File: config.mk
export PLATFORM = sky130hd
export DESIGN_NAME = vilp_top
export DESIGN_NICKNAME = d
export VERILOG_FILES = /design/src/rtl/vilp_pkg.sv /design/src/rtl/vilp_notch.sv /design/src/rtl/vilp_top.sv
export VERILOG_INCLUDE_DIRS = /design/src /design/src/rtl
export SDC_FILE = /design/constraint.sdc
export NUM_CORES = 1
export LEC_CHECK = 0
export BUFFER_PORTS_ARGS = -buffer_cell sky130_fd_sc_hd__buf_2
export CAP_MARGIN = 20
export CORE_MARGIN = 5
export CORE_UTILIZATION = 51
export CTS_CLUSTER_DIAMETER = 50
export DETAILED_ROUTE_END_ITERATION = 7
export GPL_ROUTABILITY_DRIVEN = 0
export GPL_TIMING_DRIVEN = 0
export HOLD_SLACK_MARGIN = 0.06
export PLACE_DENSITY = 0.92
export SETUP_SLACK_MARGIN = 0.4
export SYNTH_ARGS = -nofsm -noshare
export SYNTH_HDL_FRONTEND = slang
export SYNTH_SLANG_ARGS = --single-unit
File: constraint.sdc
create_clock -name CLOCK -period 4.3 [get_ports CLOCK]
set_input_delay 0.86 -clock CLOCK [delete_from_list [all_inputs] [get_ports CLOCK]]
set_output_delay 0.86 -clock CLOCK [all_outputs]
set_load 0.01 [all_outputs]
File: src/rtl/vilp_cfg.svh
// Constants for the vertical interval line processor.
// Assumes inclusion by the package and the design modules.
`ifndef VILP_CFG_SVH
`define VILP_CFG_SVH
`define VILP_FIRST_LINE     10
`define VILP_LAST_LINE      24
`define VILP_NUM_LINES      15
`define VILP_MODE_W         2
`define VILP_PIX_W          10
`define VILP_BLACK_525      10'h0_040
`define VILP_BLACK_625      10'h0_040
`define VILP_READ1_DEFAULT  9'h0_00A
`define VILP_READ2_DEFAULT  9'h0_028
`define VILP_FIRST_DEFAULT  9'h0_00A
`define VILP_LAST_DEFAULT   9'h0_018
`define VILP_LINE_W         9
`define VILP_LINES_525      9'h1_0D
`define VILP_LINES_625      9'h1_39
`define VILP_PRESENT_LINES  4'h3
`endif

File: src/rtl/vilp_pkg.sv
// Types shared by the vertical interval line processor modules.
// Assumes the constants header is compiled alongside.
`include "vilp_cfg.svh"
package vilp_pkg;
   typedef enum logic [1:0] {
      VILP_NORMAL = 2'b00,
      VILP_NOTCH  = 2'b01,
      VILP_LUMA   = 2'b10,
      VILP_DELETE = 2'b11
   } vilp_mode_t;
   typedef enum logic [1:0] {
      VILP_WAIT   = 2'b00,
      VILP_SCAN   = 2'b01,
      VILP_FOUND  = 2'b10
   } vilp_tc_t;
endpackage : vilp_pkg

File: src/rtl/vilp_notch.sv
// Chroma notch: averages pixels two apart, cancelling the subcarrier.
// Assumes four-times-subcarrier luma samples on the pixel enable.
`include "vilp_cfg.svh"
module vilp_notch #(
   parameter int PIX_W = `VILP_PIX_W
) (
   input  wire logic             clk,
   input  wire logic             rst_n,
   input  wire logic             pix_en,
   input  wire logic [PIX_W-1:0] pix_in,
   output logic      [PIX_W-1:0] pix_out
);
   logic [PIX_W-1:0] d1_r;
   logic [PIX_W-1:0] d2_r;
   logic [PIX_W:0]   sum;
   assign sum = {1'b0, pix_in} + {1'b0, d2_r};
   always_ff @(posedge clk or negedge rst_n) begin
      if (!rst_n) begin
         d1_r <= '0;
         d2_r <= '0;
      end else if (pix_en) begin
         d1_r <= pix_in;
         d2_r <= d1_r;
      end
   end
   // Half-period spacing puts a zero at the subcarrier
   assign pix_out = sum[PIX_W:1];
endmodule : vilp_notch

File: src/rtl/vilp_top.sv
// Vertical interval line processing for one video input channel.
// Assumes line/field strobes from an upstream sync separator.
// What this block does
// - Per-line mode, lines 10 to 24, both fields
// - Normal mode forwards the line unaltered
// - Notch mode removes chroma near subcarrier
// - Luma pass keeps luminance, drops chroma
// - Delete mode outputs black whole line
// - Line numbering follows selected standard
// - One standard at a time, from configuration
// - Status flags are read-only outputs
// - Auto search scans first to last line
// - Otherwise only two reader lines searched
// - Timecode found sets the found flag
// - Range search only while timing locked
// - Locked flag needs auto-timing and alignment
`include "vilp_cfg.svh"
module vilp_top #(
   parameter int NUM_LINES = `VILP_NUM_LINES,
   parameter int PIX_W     = `VILP_PIX_W
) (
   input  wire logic                          CLOCK,
   input  wire logic                          RSTN,
   input  wire logic                          PIX_EN,
   input  wire logic [PIX_W-1:0]              LUMA_IN,
   input  wire logic [PIX_W-1:0]              CHROMA_IN,
   input  wire logic                          LINE_START,
   input  wire logic                          FIELD_START,
   input  wire logic                          FIELD_TWO,
   input  wire logic                          STD_625,
   input  wire logic [2*NUM_LINES*2-1:0]      LINE_MODES,
   input  wire logic                          auto_timecode_search_enable,
   input  wire logic [`VILP_LINE_W-1:0]       SEARCH_FIRST,
   input  wire logic [`VILP_LINE_W-1:0]       SEARCH_LAST,
   input  wire logic [`VILP_LINE_W-1:0]       READ_LINE_ONE,
   input  wire logic [`VILP_LINE_W-1:0]       READ_LINE_TWO,
   input  wire logic                          TC_VALID,
   input  wire logic                          AUTO_TIMING_ENABLE,
   input  wire logic                          GENLOCK_ALIGNED,
   input  wire logic                          SIGNAL_SEEN,
   output logic      [PIX_W-1:0]              LUMA_OUT,
   output logic      [PIX_W-1:0]              CHROMA_OUT,
   output logic [`VILP_LINE_W-1:0]            LINE_NUMBER,
   output logic                               INPUT_DETECTED,
   output logic                               timecode_found_flag,
   output logic                               TIMING_LOCKED,
   output logic                               TC_SEARCHING
);
   // Mode table slicing is fixed at fifteen lines per field
   if (NUM_LINES != `VILP_NUM_LINES || PIX_W < 4) begin : g_bad_params
      $error("vilp_top: unsupported parameters");
   end

   localparam logic [PIX_W-1:0] BLACK = PIX_W'(`VILP_BLACK_525);
   localparam logic [PIX_W-1:0] CHROMA_ZERO = PIX_W'(1) << (PIX_W - 1);

   // Pin-side status levels through three flops
   logic [2:0] seen_s_r;
   logic [2:0] align_s_r;
   logic [2:0] tcv_s_r;
   always_ff @(posedge CLOCK or negedge RSTN) begin
      if (!RSTN) begin
         seen_s_r  <= '0;
         align_s_r <= '0;
         tcv_s_r   <= '0;
      end else begin
         seen_s_r  <= {seen_s_r[1:0], SIGNAL_SEEN};
         align_s_r <= {align_s_r[1:0], GENLOCK_ALIGNED};
         tcv_s_r   <= {tcv_s_r[1:0], TC_VALID};
      end
   end
   logic seen_r;
   logic align_r;
   logic tcv_r;
   always_ff @(posedge CLOCK or negedge RSTN) begin
      if (!RSTN) begin
         seen_r  <= 1'b0;
         align_r <= 1'b0;
         tcv_r   <= 1'b0;
      end else begin
         if (seen_s_r[1] == seen_s_r[2])
            seen_r <= seen_s_r[2];
         if (align_s_r[1] == align_s_r[2])
            align_r <= align_s_r[2];
         if (tcv_s_r[1] == tcv_s_r[2])
            tcv_r <= tcv_s_r[2];
      end
   end

   // Line counter, restarted per field
   logic [`VILP_LINE_W-1:0] line_r;
   logic                    field2_r;
   logic                    std625_r;
   logic [`VILP_LINE_W-1:0] line_max;
   assign line_max = std625_r ? `VILP_LINES_625 : `VILP_LINES_525;
   always_ff @(posedge CLOCK or negedge RSTN) begin
      if (!RSTN) begin
         line_r   <= '0;
         field2_r <= 1'b0;
         std625_r <= 1'b0;
      end else if (FIELD_START) begin
         line_r   <= `VILP_LINE_W'(1);
         field2_r <= FIELD_TWO;
         std625_r <= STD_625;
      end else if (LINE_START && line_r < line_max) begin
         line_r <= line_r + `VILP_LINE_W'(1);
      end
   end

   // Field two numbering restarts at line 1, as field one does, in both standards
   logic [`VILP_LINE_W-1:0] vi_line;
   assign vi_line = line_r;

   logic in_vi;
   logic [3:0] idx;
   assign in_vi = vi_line >= `VILP_LINE_W'(`VILP_FIRST_LINE) &&
                  vi_line <= `VILP_LINE_W'(`VILP_LAST_LINE);
   assign idx = 4'(vi_line - `VILP_LINE_W'(`VILP_FIRST_LINE));

   // Mode table slice: field one low half, field two high half
   vilp_pkg::vilp_mode_t line_mode;
   logic [1:0] mode_bits [2*NUM_LINES];
   genvar g;
   generate
      for (g = 0; g < 2*NUM_LINES; g++) begin : g_mode
         assign mode_bits[g] = LINE_MODES[2*g +: 2];
      end
   endgenerate
   always_comb begin
      line_mode = vilp_pkg::VILP_NORMAL;
      if (in_vi)
         line_mode = vilp_pkg::vilp_mode_t'(
            mode_bits[{1'b0, idx} + (field2_r ? 5'd15 : 5'd0)]);
   end

   logic [PIX_W-1:0] notch_y;
   vilp_notch #(.PIX_W(PIX_W)) u_notch (
      .clk     (CLOCK),
      .rst_n   (RSTN),
      .pix_en  (PIX_EN),
      .pix_in  (LUMA_IN),
      .pix_out (notch_y)
   );

   always_ff @(posedge CLOCK or negedge RSTN) begin
      if (!RSTN) begin
         LUMA_OUT   <= BLACK;
         CHROMA_OUT <= CHROMA_ZERO;
      end else if (PIX_EN) begin
         case (line_mode)
            vilp_pkg::VILP_NORMAL: begin
               LUMA_OUT   <= LUMA_IN;
               CHROMA_OUT <= CHROMA_IN;
            end
            vilp_pkg::VILP_NOTCH: begin
               LUMA_OUT   <= notch_y;
               CHROMA_OUT <= CHROMA_ZERO;
            end
            vilp_pkg::VILP_LUMA: begin
               LUMA_OUT   <= LUMA_IN;
               CHROMA_OUT <= CHROMA_ZERO;
            end
            vilp_pkg::VILP_DELETE: begin
               LUMA_OUT   <= BLACK;
               CHROMA_OUT <= CHROMA_ZERO;
            end
            default: begin
               LUMA_OUT   <= LUMA_IN;
               CHROMA_OUT <= CHROMA_IN;
            end
         endcase
      end
   end

   always_ff @(posedge CLOCK or negedge RSTN) begin
      if (!RSTN)
         LINE_NUMBER <= '0;
      else
         LINE_NUMBER <= vi_line;
   end

   // Status outputs: driven by the device; the locked flag is also gated by the auto-timing enable setting
   always_ff @(posedge CLOCK or negedge RSTN) begin
      if (!RSTN) begin
         INPUT_DETECTED <= 1'b0;
         TIMING_LOCKED  <= 1'b0;
      end else begin
         INPUT_DETECTED <= seen_r;
         TIMING_LOCKED  <= AUTO_TIMING_ENABLE & align_r & seen_r;
      end
   end

   // Searched line decision
   logic range_hit;
   logic fixed_hit;
   logic search_now;
   assign range_hit = vi_line >= SEARCH_FIRST && vi_line <= SEARCH_LAST;
   assign fixed_hit = vi_line == READ_LINE_ONE || vi_line == READ_LINE_TWO;
   assign search_now = auto_timecode_search_enable ?
      (range_hit && TIMING_LOCKED) : fixed_hit;

   always_ff @(posedge CLOCK or negedge RSTN) begin
      if (!RSTN)
         TC_SEARCHING <= 1'b0;
      else
         TC_SEARCHING <= search_now;
   end

   // Found flag held per field; a hit in the field-start cycle is kept
   logic found_field_r;
   always_ff @(posedge CLOCK or negedge RSTN) begin
      if (!RSTN) begin
         found_field_r       <= 1'b0;
         timecode_found_flag <= 1'b0;
      end else begin
         if (search_now && tcv_r)
            found_field_r <= 1'b1;
         else if (FIELD_START)
            found_field_r <= 1'b0;
         if (FIELD_START)
            timecode_found_flag <= found_field_r | (search_now & tcv_r);
         else if (search_now && tcv_r)
            timecode_found_flag <= 1'b1;
      end
   end

   // Assertions
   property p_delete_black;
      @(posedge CLOCK) disable iff (!RSTN)
      (PIX_EN && line_mode == vilp_pkg::VILP_DELETE) |=> LUMA_OUT == BLACK;
   endproperty
   a_delete_black: assert property (p_delete_black)
      else $error("Deleted line not black");

   property p_normal_pass;
      @(posedge CLOCK) disable iff (!RSTN)
      (PIX_EN && line_mode == vilp_pkg::VILP_NORMAL) |=>
         LUMA_OUT == $past(LUMA_IN) && CHROMA_OUT == $past(CHROMA_IN);
   endproperty
   a_normal_pass: assert property (p_normal_pass)
      else $error("Normal line altered");

   property p_luma_pass;
      @(posedge CLOCK) disable iff (!RSTN)
      (PIX_EN && line_mode == vilp_pkg::VILP_LUMA) |=>
         LUMA_OUT == $past(LUMA_IN) && CHROMA_OUT == CHROMA_ZERO;
   endproperty
   a_luma_pass: assert property (p_luma_pass)
      else $error("Luma pass wrong");

   property p_notch_chroma;
      @(posedge CLOCK) disable iff (!RSTN)
      (PIX_EN && line_mode == vilp_pkg::VILP_NOTCH) |=>
         CHROMA_OUT == CHROMA_ZERO;
   endproperty
   a_notch_chroma: assert property (p_notch_chroma)
      else $error("Notch kept chroma");

   property p_outside_vi;
      @(posedge CLOCK) disable iff (!RSTN)
      !in_vi |-> line_mode == vilp_pkg::VILP_NORMAL;
   endproperty
   a_outside_vi: assert property (p_outside_vi)
      else $error("Mode applied outside lines 10 to 24");

   property p_lock;
      @(posedge CLOCK) disable iff (!RSTN)
      !AUTO_TIMING_ENABLE |=> !TIMING_LOCKED;
   endproperty
   a_lock: assert property (p_lock)
      else $error("Locked without auto-timing");

   property p_range_lock;
      @(posedge CLOCK) disable iff (!RSTN)
      (auto_timecode_search_enable && !TIMING_LOCKED) |-> !search_now;
   endproperty
   a_range_lock: assert property (p_range_lock)
      else $error("Range search while unlocked");

   property p_found;
      @(posedge CLOCK) disable iff (!RSTN)
      (search_now && tcv_r) |=> timecode_found_flag;
   endproperty
   a_found: assert property (p_found)
      else $error("Timecode hit not flagged");

   property p_fixed;
      @(posedge CLOCK) disable iff (!RSTN)
      (!auto_timecode_search_enable && !fixed_hit) |=> !TC_SEARCHING;
   endproperty
   a_fixed: assert property (p_fixed)
      else $error("Searched off reader lines");

   property p_detect;
      @(posedge CLOCK) disable iff (!RSTN)
      seen_r |=> INPUT_DETECTED;
   endproperty
   a_detect: assert property (p_detect)
      else $error("Input detect not shown");

   c_delete: cover property (@(posedge CLOCK) disable iff (!RSTN)
      PIX_EN && line_mode == vilp_pkg::VILP_DELETE);
   c_notch: cover property (@(posedge CLOCK) disable iff (!RSTN)
      PIX_EN && line_mode == vilp_pkg::VILP_NOTCH);
   c_found: cover property (@(posedge CLOCK) disable iff (!RSTN)
      $rose(timecode_found_flag));
   c_lock: cover property (@(posedge CLOCK) disable iff (!RSTN)
      $rose(TIMING_LOCKED));
endmodule : vilp_top

* After elaboration in Yosys (flattened, before gate mapping)
Cells that the tools add are included.
Storage, ports and cells: output and inout bits 33, register bits 77, input port bits 128
Cells by class: order comparisons 6, reduce and logical (&&, ||, !) cells 11, muxes and demuxes 15, add/sub/neg operators 4, bitwise gates (word level) 5, equality and inequality tests 8
Operators with widths (number):
- 10-bit case mux with 3 select lines | 1
- 10-bit case mux with 2 select lines | 1
- 9-bit == test | 2
- 9-bit two-way mux | 2
- 10-bit by 10-bit adder with 11-bit output | 1
- 2-bit binary-select mux with 5-bit select | 1
- 9-bit by 1-bit adder with 9-bit output (second input constant) | 1
- 9-bit by 4-bit greater-or-equal comparator with 1-bit output (second input constant) | 1
- 9-bit greater-or-equal comparator | 1
- 9-bit by 5-bit <= comparator with 1-bit output (second input constant) | 1
- 9-bit <= comparator | 1
- 9-bit less-than comparator | 1
- 6-bit greater-or-equal comparator (second input constant) | 1
- 2-bit two-way mux | 3
- 6-bit two-way mux | 1
- 5-bit NOT with 6-bit output | 1
- 4-bit by 4-bit adder with 5-bit output | 1
- 1-bit logical AND | 5
- 1-bit two-way mux | 5
- 2-bit == test (second input constant) | 2
- 4-bit two-way mux | 1
- 2-bit nonzero test | 2
- 4-bit subtractor (second input constant) | 1
- 1-bit bitwise AND | 3
- 7 further kinds | 9

* Depth between registers and ports, before layout
Gate-level depths: netlist of run 1.
word-level depth 10, depth in mapped cells 13, mapped depth without buffers 11

* By module
From an unflattened synthesis of run 1, not the netlist that was laid out.
Second synthesis, totals: cell total of the unflattened synthesis 464, area, all modules 4934.7 um2
Modules (own cells, without submodules):
- vilp_top | cells an instance 365, area an instance 3789.9 um2, instances 1
- vilp_notch | cells an instance 99, area an instance 1144.8 um2, instances 1

* Worst setup path before layout of run 1
Ideal clock, no wire load.
path type register to register, start register line_r[2], end register LUMA_OUT[8], path buffers 2, arrival 2.972 ns, period minus slack after synthesis 3.099 ns, path slack 1.201 ns, cell stages (with the launch flop) 14, setup time 0.127 ns, cell sequence dfrtp_1 -> clkbuf_1 -> inv_1 -> ha_1 -> inv_1 -> ha_1 -> xnor2_1 -> a2111o_1 -> o211ai_1 -> mux2i_1 -> or2_0 -> buf_4 -> a221oi_1 -> nor2_1
On the way: longest elaborated chain between the ends 10
Ends and longest elaborated chain:
- start: declaration | line vilp_top.sv:91 | logic [`VILP_LINE_W-1:0] line_r;
- start signal: assignment | line vilp_top.sv:102 | line_r <= `VILP_LINE_W'(1);
- start signal: assignment | line vilp_top.sv:106 | line_r <= line_r + `VILP_LINE_W'(1);
- 4-bit subtractor | line vilp_top.sv:118 | assign idx = 4'(vi_line - `VILP_LINE_W'(`VILP_FIRST_LINE));
- 4-bit by 4-bit adder with 5-bit output | line vilp_top.sv:133 | mode_bits[{1'b0, idx} + (field2_r ? 5'd15 : 5'd0)]);
- 5-bit NOT with 6-bit output | line vilp_top.sv:133
- 2-bit binary-select mux with 5-bit select | line vilp_top.sv:133
- 2-bit two-way mux (2 in a row) | line vilp_top.sv:133
- 2-bit two-way mux * | line vilp_top.sv:131 | if (in_vi)
- 2-bit == test or 2-bit zero test (tied branches) | line vilp_top.sv:150 | case (line_mode)
- 2-bit OR reduction (no line)
- 10-bit case mux with 3 select lines * | line vilp_top.sv:150
- end signal: assignment | line vilp_top.sv:156 | LUMA_OUT <= notch_y;
- end: declaration | line vilp_top.sv:41 | output logic [PIX_W-1:0] LUMA_OUT,
Every way passes the cells marked *; elsewhere a longest branch is shown, timed or not. The select of a mux whose other input is x is not followed. A chain may end at the register's enable or synchronous reset.

* Worst setup path in the final report of run 1
start register line_r[2], end register LUMA_OUT[2]
The elaborated chain is that of the path after synthesis.

==> key figures, run 1 <==
Worst hold path
  – Hold path startpoint: tcv_s_r[0]
  – WHS Path Cells: 0
  – Hold Crit Class: flop to flop
  – Hold path endpoint: tcv_s_r[1]

Floorplan
  – Rows: 35
  – Total core area: 9150 um2
  – Die ar.: 11,400 um2
  – Ports: 161
  – Initial Utilization: 0.520
  – Die Ht: 107 um
  – Die X: 107 um

Global route
  – Antenna violations before repair: 0
  – First-pass GRT wire length: 19.3 mm
  – Gr usage total: 0.210
  – Largest net degree at the start of global routing: 78
  – GR Overflow Total: 0
  – Vias in the first global route: 4,314

Setup path
  – FF-to-FF End: LUMA_OUT[2]
  – Worst EP arrival: 3.83 ns
  – Max Fanout on Critical Path: 10
  – Worst Setup SP: line_r[2]
  – Worst Reg-to-Reg Cells: 13
  – WP data required: 4.52 ns
  – Critical Path Source Type: flop
  – R2R setup slack: 0.69 ns
  – Crit Path Class: flop to flop
  – CP Capture Type: flop
  – RR Startpoint: line_r[2]

Final layout
  – Diodes inserted: 0
  – Register area: 1930 um2
  – Synthesis-to-layout area growth: 24.4%
  – Core Util, Final: 0.647
  – Area taken by multi-input logic gates: 2600 um2
  – Fin nets: 766
  – Layout fillers: 736
  – Layout cells sized above 1: 0.350

Route
  – TritonRoute pass-1 iters: 5
  – Drt drc: 0
  – Iter 0 DRT Violations: 224
  – Vias: 4,069
  – Routed wire per std cell: 16.8 um
  – DRT antenna net count: 0
  – Routed WL: 12.0 mm
  – Vias per inst: 5.70

Timing
  – Normalized max-slew margin: 0.376
  – Final setup skew: 0.0125 ns
  – Setup_tns: 0 ns
  – Final hold violation count: 0
  – Endpoints failing setup: 0
  – Unrepaired setup endpoints after global routing: false
  – Period utilization: 0.839
  – Max-slew violations: 0
  – Achievable frequency: 0.277 GHz
  – Min Tclk post-route: 3.61 ns
  – Worst-Margin Slew: 0.937 ns

Power and ir drop
  – Lkg Pwr: 2.99 nW
  – Power density cells: 353 nW/um2
  – Maximum VDD drop: 211 uV

Synthesis
  – Async S/R FF share, synth: 1.00
  – Largest cells by area after synthesis: dfrtp_1 39%, ha_1 10%, mux4_1 5.5%, mux2_2 4.7%, xnor2_1 3.5%
  – Cells after synthesis: 428
  – Yosys top cell by area: dfrtp_1
  – Post-synth cell types: 57
  – Synth top cells by count: 75 x dfrtp_1, 38 x ha_1, 33 x inv_1, 33 x nor2_1, 20 x mux2_2
  – Ys Warns: 0
  – Prevailing post-synth register cell: dfrtp_1
  – Sequential share of the synthesized area: 0.406
  – Synthesized cell area: 4760 um2
  – Syn_nets: 596
  – Synthesized area per cell: 11.1 um2
  – Synth top area share: 0.395
  – Most common cell in the netlist: dfrtp_1
  – Post-synth EDFFs: 0
  – Synth Register Bits: 77

Run status
  – Status: finished, final reports clean

CTS
  – Root buf cell: clkbuf_8
  – Post-CTS Resized: 0
  – CTS Hold Bufs: 0
  – Setup repair bufs after CTS: 0
  – H-tree levels: 3
  – Num CTS Buffers: 9
  – Worst skew pair latency: 0.34 ns
  – CTS tree: done
  – Clock Sinks: 77
  – Clock-pin slew on the worst setup and hold paths: 0.08 ns
  – Clock buffer depth: 2

Flow run
  – Max-Cap Viols: 0

Placed design
  – # port buffers: 159
  – Post-detail-place hpwl: 9.45 mm
-- per-stage QoR --
step	hold slack [ns]	cells	total power [mW]	worst slack, ns	instance area, um2
5_1_grt	0.367	714	2.20	0.517	5920
2_1_floorplan	0.331	428	1.30	1.20	4760
6_report	0.353	714	2.09	0.692	5920
3_3_place_gp	0.333	698	1.46	0.876	5690
4_1_cts	0.355	714	2.10	0.735	5920
3_5_place_dp	0.338	698	1.49	0.745	5690
-- worst max-delay path by stage --
stage / to / slack, ns / cells after the start
detailed placement: LUMA_OUT[4] / 0.75 / 13
finish: LUMA_OUT[2] / 0.69 / 13
global route: LUMA_OUT[8] / 0.52 / 13
floorplan: LUMA_OUT[8] / 1.20 / 13
global placement: LUMA_OUT[5] / 0.88 / 12
CTS: LUMA_OUT[4] / 0.74 / 13
-- cell families (layout without fill, tap and decap cells) --
group / after synthesis / after routing / synth area share
mux: 47 / 47 / 0.150
compound gates: 85 / 85 / 0.122
buf+inv: 52 / 227 / 0.0479
simple gates: 90 / 90 / 0.0934
xor+xnor: 34 / 34 / 0.0665
fa+ha+maj: 43 / 43 / 0.115
flops: 77 / 77 / 0.406
-- layout make-up --
| class | instances | area share |
|---|---|---|
| well taps | 111 | 0.0235 |
| multi-input cells | 299 | 0.439 |
| clock buffers | 11 | 0.0239 |
| plain buffers | 18 | 0.0169 |
| repair buffers | 159 | 0.135 |
| inverters | 34 | 0.0216 |
| flip-flops and latches | 77 | 0.326 |
| clock inverters | 5 | 0.0140 |
-- layer usage --
metal | up-vias | track usage | wire length [um]
li1 | 1890 | - | -
met1 | 1937 | 0.247 | 4620
met2 | 203 | 0.369 | 6070
met3 | 39 | 0.0421 | 997
met4 | 0 | 0.0968 | 322
met5 | - | 0 | 0
-- state kept, by name, indices dropped and copies added (netlist names) --
| signal | flops |
|---|---|
| CHROMA_OUT | 10 |
| INPUT_DETECTED | 1 |
| LINE_NUMBER | 9 |
| LUMA_OUT | 10 |
| TC_SEARCHING | 1 |
| TIMING_LOCKED | 1 |
| align_r | 1 |
| align_s_r | 3 |
| field2_r | 1 |
| found_field_r | 1 |
| line_r | 9 |
| seen_r | 1 |
| seen_s_r | 3 |
| std625_r | 1 |
| tcv_r | 1 |
| tcv_s_r | 3 |
| timecode_found_flag | 1 |
| u_notch.d1_r | 10 |
| u_notch.d2_r | 10 |
-- power breakdown --
| part | switching [mW] | internal [mW] | total [mW] |
|---|---|---|---|
| Sequential | 0.0367 | 0.781 | 0.818 |
| Clock | 0.262 | 0.345 | 0.607 |
| Combinational | 0.331 | 0.334 | 0.665 |
-- cell usage in the layout, fill, tap and decap left out, types with 3 or more instances in the layout --
master / n
a211oi_1: 3
a21o_1: 4
a21oi_1: 18
a221oi_1: 6
a22o_1: 11
a31oi_1: 3
buf_1: 4
buf_2: 159
buf_4: 3
clkbuf_1: 10
clkbuf_8: 10
dfrtp_1: 75
ha_1: 38
inv_1: 33
maj3_1: 3
mux2_2: 20
mux2i_1: 12
mux4_1: 10
mux4_2: 4
nand2_1: 14
nand2b_1: 4
nand3_1: 6
nand4_1: 5
nor2_1: 33
nor3_1: 9
nor4_1: 7
o211ai_1: 7
o21a_1: 6
o21ai_0: 15
xnor2_1: 19
xor2_1: 14
-- critical path: stages (launching register included) --
cell and delay (ns):
dfrtp_1 0.48, clkbuf_1 0.38, inv_1 0.09, ha_1 0.30, inv_1 0.04, ha_1 0.38, xnor2_1 0.23, a2111o_1 0.42
o211ai_1 0.14, mux2i_1 0.19, or2_0 0.23, buf_4 0.18, a221oi_1 0.36, nor2_1 0.07
(Power assumes the default switching activity.)
==> run 2, diff against run 1 <==
--- a/config.mk
+++ b/config.mk
@@ -9,13 +9,13 @@
 export BUFFER_PORTS_ARGS = -buffer_cell sky130_fd_sc_hd__buf_2
 export CAP_MARGIN = 20
 export CORE_MARGIN = 5
-export CORE_UTILIZATION = 51
+export CORE_UTILIZATION = 46
 export CTS_CLUSTER_DIAMETER = 50
 export DETAILED_ROUTE_END_ITERATION = 7
 export GPL_ROUTABILITY_DRIVEN = 0
 export GPL_TIMING_DRIVEN = 0
 export HOLD_SLACK_MARGIN = 0.06
-export PLACE_DENSITY = 0.92
+export PLACE_DENSITY = 0.88
 export SETUP_SLACK_MARGIN = 0.4
 export SYNTH_ARGS = -nofsm -noshare
 export SYNTH_HDL_FRONTEND = slang
==> constraint.sdc (replaced) <==
create_clock -name CLOCK -period 3.3 [get_ports CLOCK]
set_input_delay 0.66 -clock CLOCK [delete_from_list [all_inputs] [get_ports CLOCK]]
set_output_delay 0.66 -clock CLOCK [all_outputs]
set_load 0.01 [all_outputs]
==> run 2 against run 1 <==
Compared with the run above: count of clock-buffer cells in the layout down 2; non-clock buffer count is 13 higher; largest cell class unchanged; critical path depth is 1 lower; fmax up 23%; sequential share of layout area is 1.6 points lower; first-iteration DRC count shrank 4.5%; critical path type unchanged; combinational power is 50% higher.
==> key figures, run 2 (synthesis results as in run 1) <==
Floorplan
  – Die ar.: 12,500 um2
  – Total core area: 10,200 um2
  – Die X: 112 um
  – Die Ht: 112 um
  – Rows: 37
  – Initial Utilization: 0.467
  – Ports: 161

Setup path
  – Critical Path Max Stage Delay: 0.53 ns
  – Sequence of cells on the critical path: ha_4 > fa_2 > buf_6 > buf_6 > mux4_2 > mux2i_2 > o211ai_1 > mux2_4 > nor3_4 > buf_6 > a22o_1 > o21ai_1
  – Worst path bufs/invs: 3
  – Most used cell, CP: buf_6
  – WP data required: 3.56 ns
  – Crit Path Class: flop to flop
  – Worst Reg-to-Reg Cells: 12
  – FF-to-FF End: LUMA_OUT[6]
  – Critical Path Slowest Stage Cell: fa_2
  – R2R setup slack: 0.36 ns
  – Critical Path Source Type: flop
  – CP Capture Type: flop
  – Worst EP arrival: 3.20 ns
  – RR Startpoint: field2_r
  – Top delay family on crit path: multiplexers
  – Max Fanout on Critical Path: 8

CTS
  – Worst skew pair latency: 0.34 ns
  – CTS tree: done
  – Root buf cell: clkbuf_8
  – H-tree levels: 3
  – Clock buffer depth: 2
  – Clock Sinks: 77
  – Num CTS Buffers: 9
  – Clock-pin slew on the worst setup and hold paths: 0.08 ns

Final layout
  – Commonest non-fill, non-tap cell in the layout: buf_2
  – Layout cells sized above 1: 0.416
  – Layout fillers: 838
  – Register area: 1930 um2
  – Area taken by multi-input logic gates: 2740 um2
  – Synthesis-to-layout area growth: 30.9%
  – Fin nets: 779
  – Core Util, Final: 0.612
  – Most frequent cells in the layout: 158 x buf_2, 72 x dfrtp_1, 35 x ha_1, 33 x nor2_1, 30 x inv_1
  – Diodes inserted: 0

Placed design
  – Post-detail-place hpwl: 9.34 mm
  – # port buffers: 159

Timing
  – Unrepaired setup endpoints after global routing: true
  – Normalized max-slew margin: 0.379
  – Max-slew violations: 0
  – Period utilization: 0.891
  – Min Tclk post-route: 2.94 ns
  – Final hold violation count: 0
  – Worst hold margin: 0.358 ns
  – Worst-Margin Slew: 0.931 ns
  – Achievable frequency: 0.340 GHz
  – Final setup skew: 0.0140 ns
  – Endpoints failing setup: 0

Global route
  – GR Util met3: 0.0473
  – Gr usage total: 0.193
  – Largest net degree at the start of global routing: 78
  – Grt met1 use: 0.228
  – First-pass GRT wire length: 19.9 mm
  – Most Used Layer, Global Route: met2
  – Vias in the first global route: 4,428
  – GR Overflow Total: 0
  – Met2 usage: 0.335
  – Antenna violations before repair: 0

Worst hold path
  – Hold Crit Class: flop to flop
  – Hold path endpoint: tcv_s_r[1]
  – WHS Path Cells: 0
  – Hold path startpoint: tcv_s_r[0]

Flow run
  – Max-Cap Viols: 0

Route
  – Iter 0 DRT Violations: 214
  – DRT antenna net count: 0
  – Routed WL: 12.2 mm
  – Vias per inst: 5.47
  – Routed wire per std cell: 16.2 um
  – Vias: 4,117
  – TritonRoute pass-1 iters: 4
  – Drt drc: 0

Run status
  – Status: finished, final reports clean

Power and ir drop
  – Lkg Pwr: 3.07 nW
  – Power density cells: 454 nW/um2
  – Maximum VDD drop: 280 uV
run 2: cell types whose count changed in the layout (fill, tap and decap cells not counted), moves of 4 or more:
cell / before / now
a221oi_1: 6 / 0
a221oi_2: 0 / 5
buf_4: 3 / 11
buf_6: 1 / 7
mux2i_1: 12 / 8
mux2i_2: 0 / 4
run 2: worst max-delay path by stage:
stage / start / endpoint / slack, ns / cells after the start
2_1_floorplan: line_r[2] / LUMA_OUT[8] / 0.40 / 13
3_3_place_gp: line_r[2] / LUMA_OUT[3] / 0.009 / 13
3_5_place_dp: line_r[2] / LUMA_OUT[3] / -0.09 / 13
4_1_cts: field2_r / LUMA_OUT[6] / 0.40 / 12
5_1_grt: field2_r / LUMA_OUT[9] / 0.20 / 12
6_report: field2_r / LUMA_OUT[6] / 0.36 / 12
run 2: layout make-up:
cell class	count	share of cell area
buffer	18	0.0205
timing repair buffer	172	0.146
multi-input combinational	299	0.440
tap	136	0.0273
clock buffer	9	0.0199
clock inverter	7	0.0157
inverter	34	0.0205
sequential	77	0.310
run 2: power breakdown:
part	total (mW)	switching, mW	internal, mW	leakage (nW)
Combinational	0.995	0.482	0.514	2.03
Clock	0.775	0.347	0.428	0.106
Sequential	1.06	0.0404	1.02	0.934
run 2: through the flow:
stage	TNS [ns]	setup WS, ns	cells	total power, mW	instance area, um2
after floorplan	0	0.401	428	1.70	4780
after global placement	0	0.00932	723	1.91	5750
after detailed placement	-0.159	-0.0862	723	1.95	5750
after CTS	0	0.398	751	2.83	6200
after global routing	0	0.199	752	3.01	6230
final	0	0.360	752	2.83	6230
run 2: timing repair:
action	CTS	global route
hold buffers	0	0
pin swaps	10	5
gates cloned	2	0
hold endpoints to repair	0	0
gates resized for setup	35	6
buffers inserted	10	1
endpoints found under the setup margin	20	23
run 2: layer usage:
layer  wire length, um  up-vias
met5                 0        -
met4               335        0
met3               872       33
met2              6090      199
met1              4890     1959
li1                  -     1926
run 2: worst reg2reg max path: stages (launching register included):
cell and delay (ns):
dfrtp_2 0.44, ha_4 0.17, fa_2 0.53, buf_6 0.13
buf_6 0.12, mux4_2 0.29, mux2i_2 0.18, o211ai_1 0.13
mux2_4 0.29, nor3_4 0.18, buf_6 0.17, a22o_1 0.15
o21ai_1 0.07
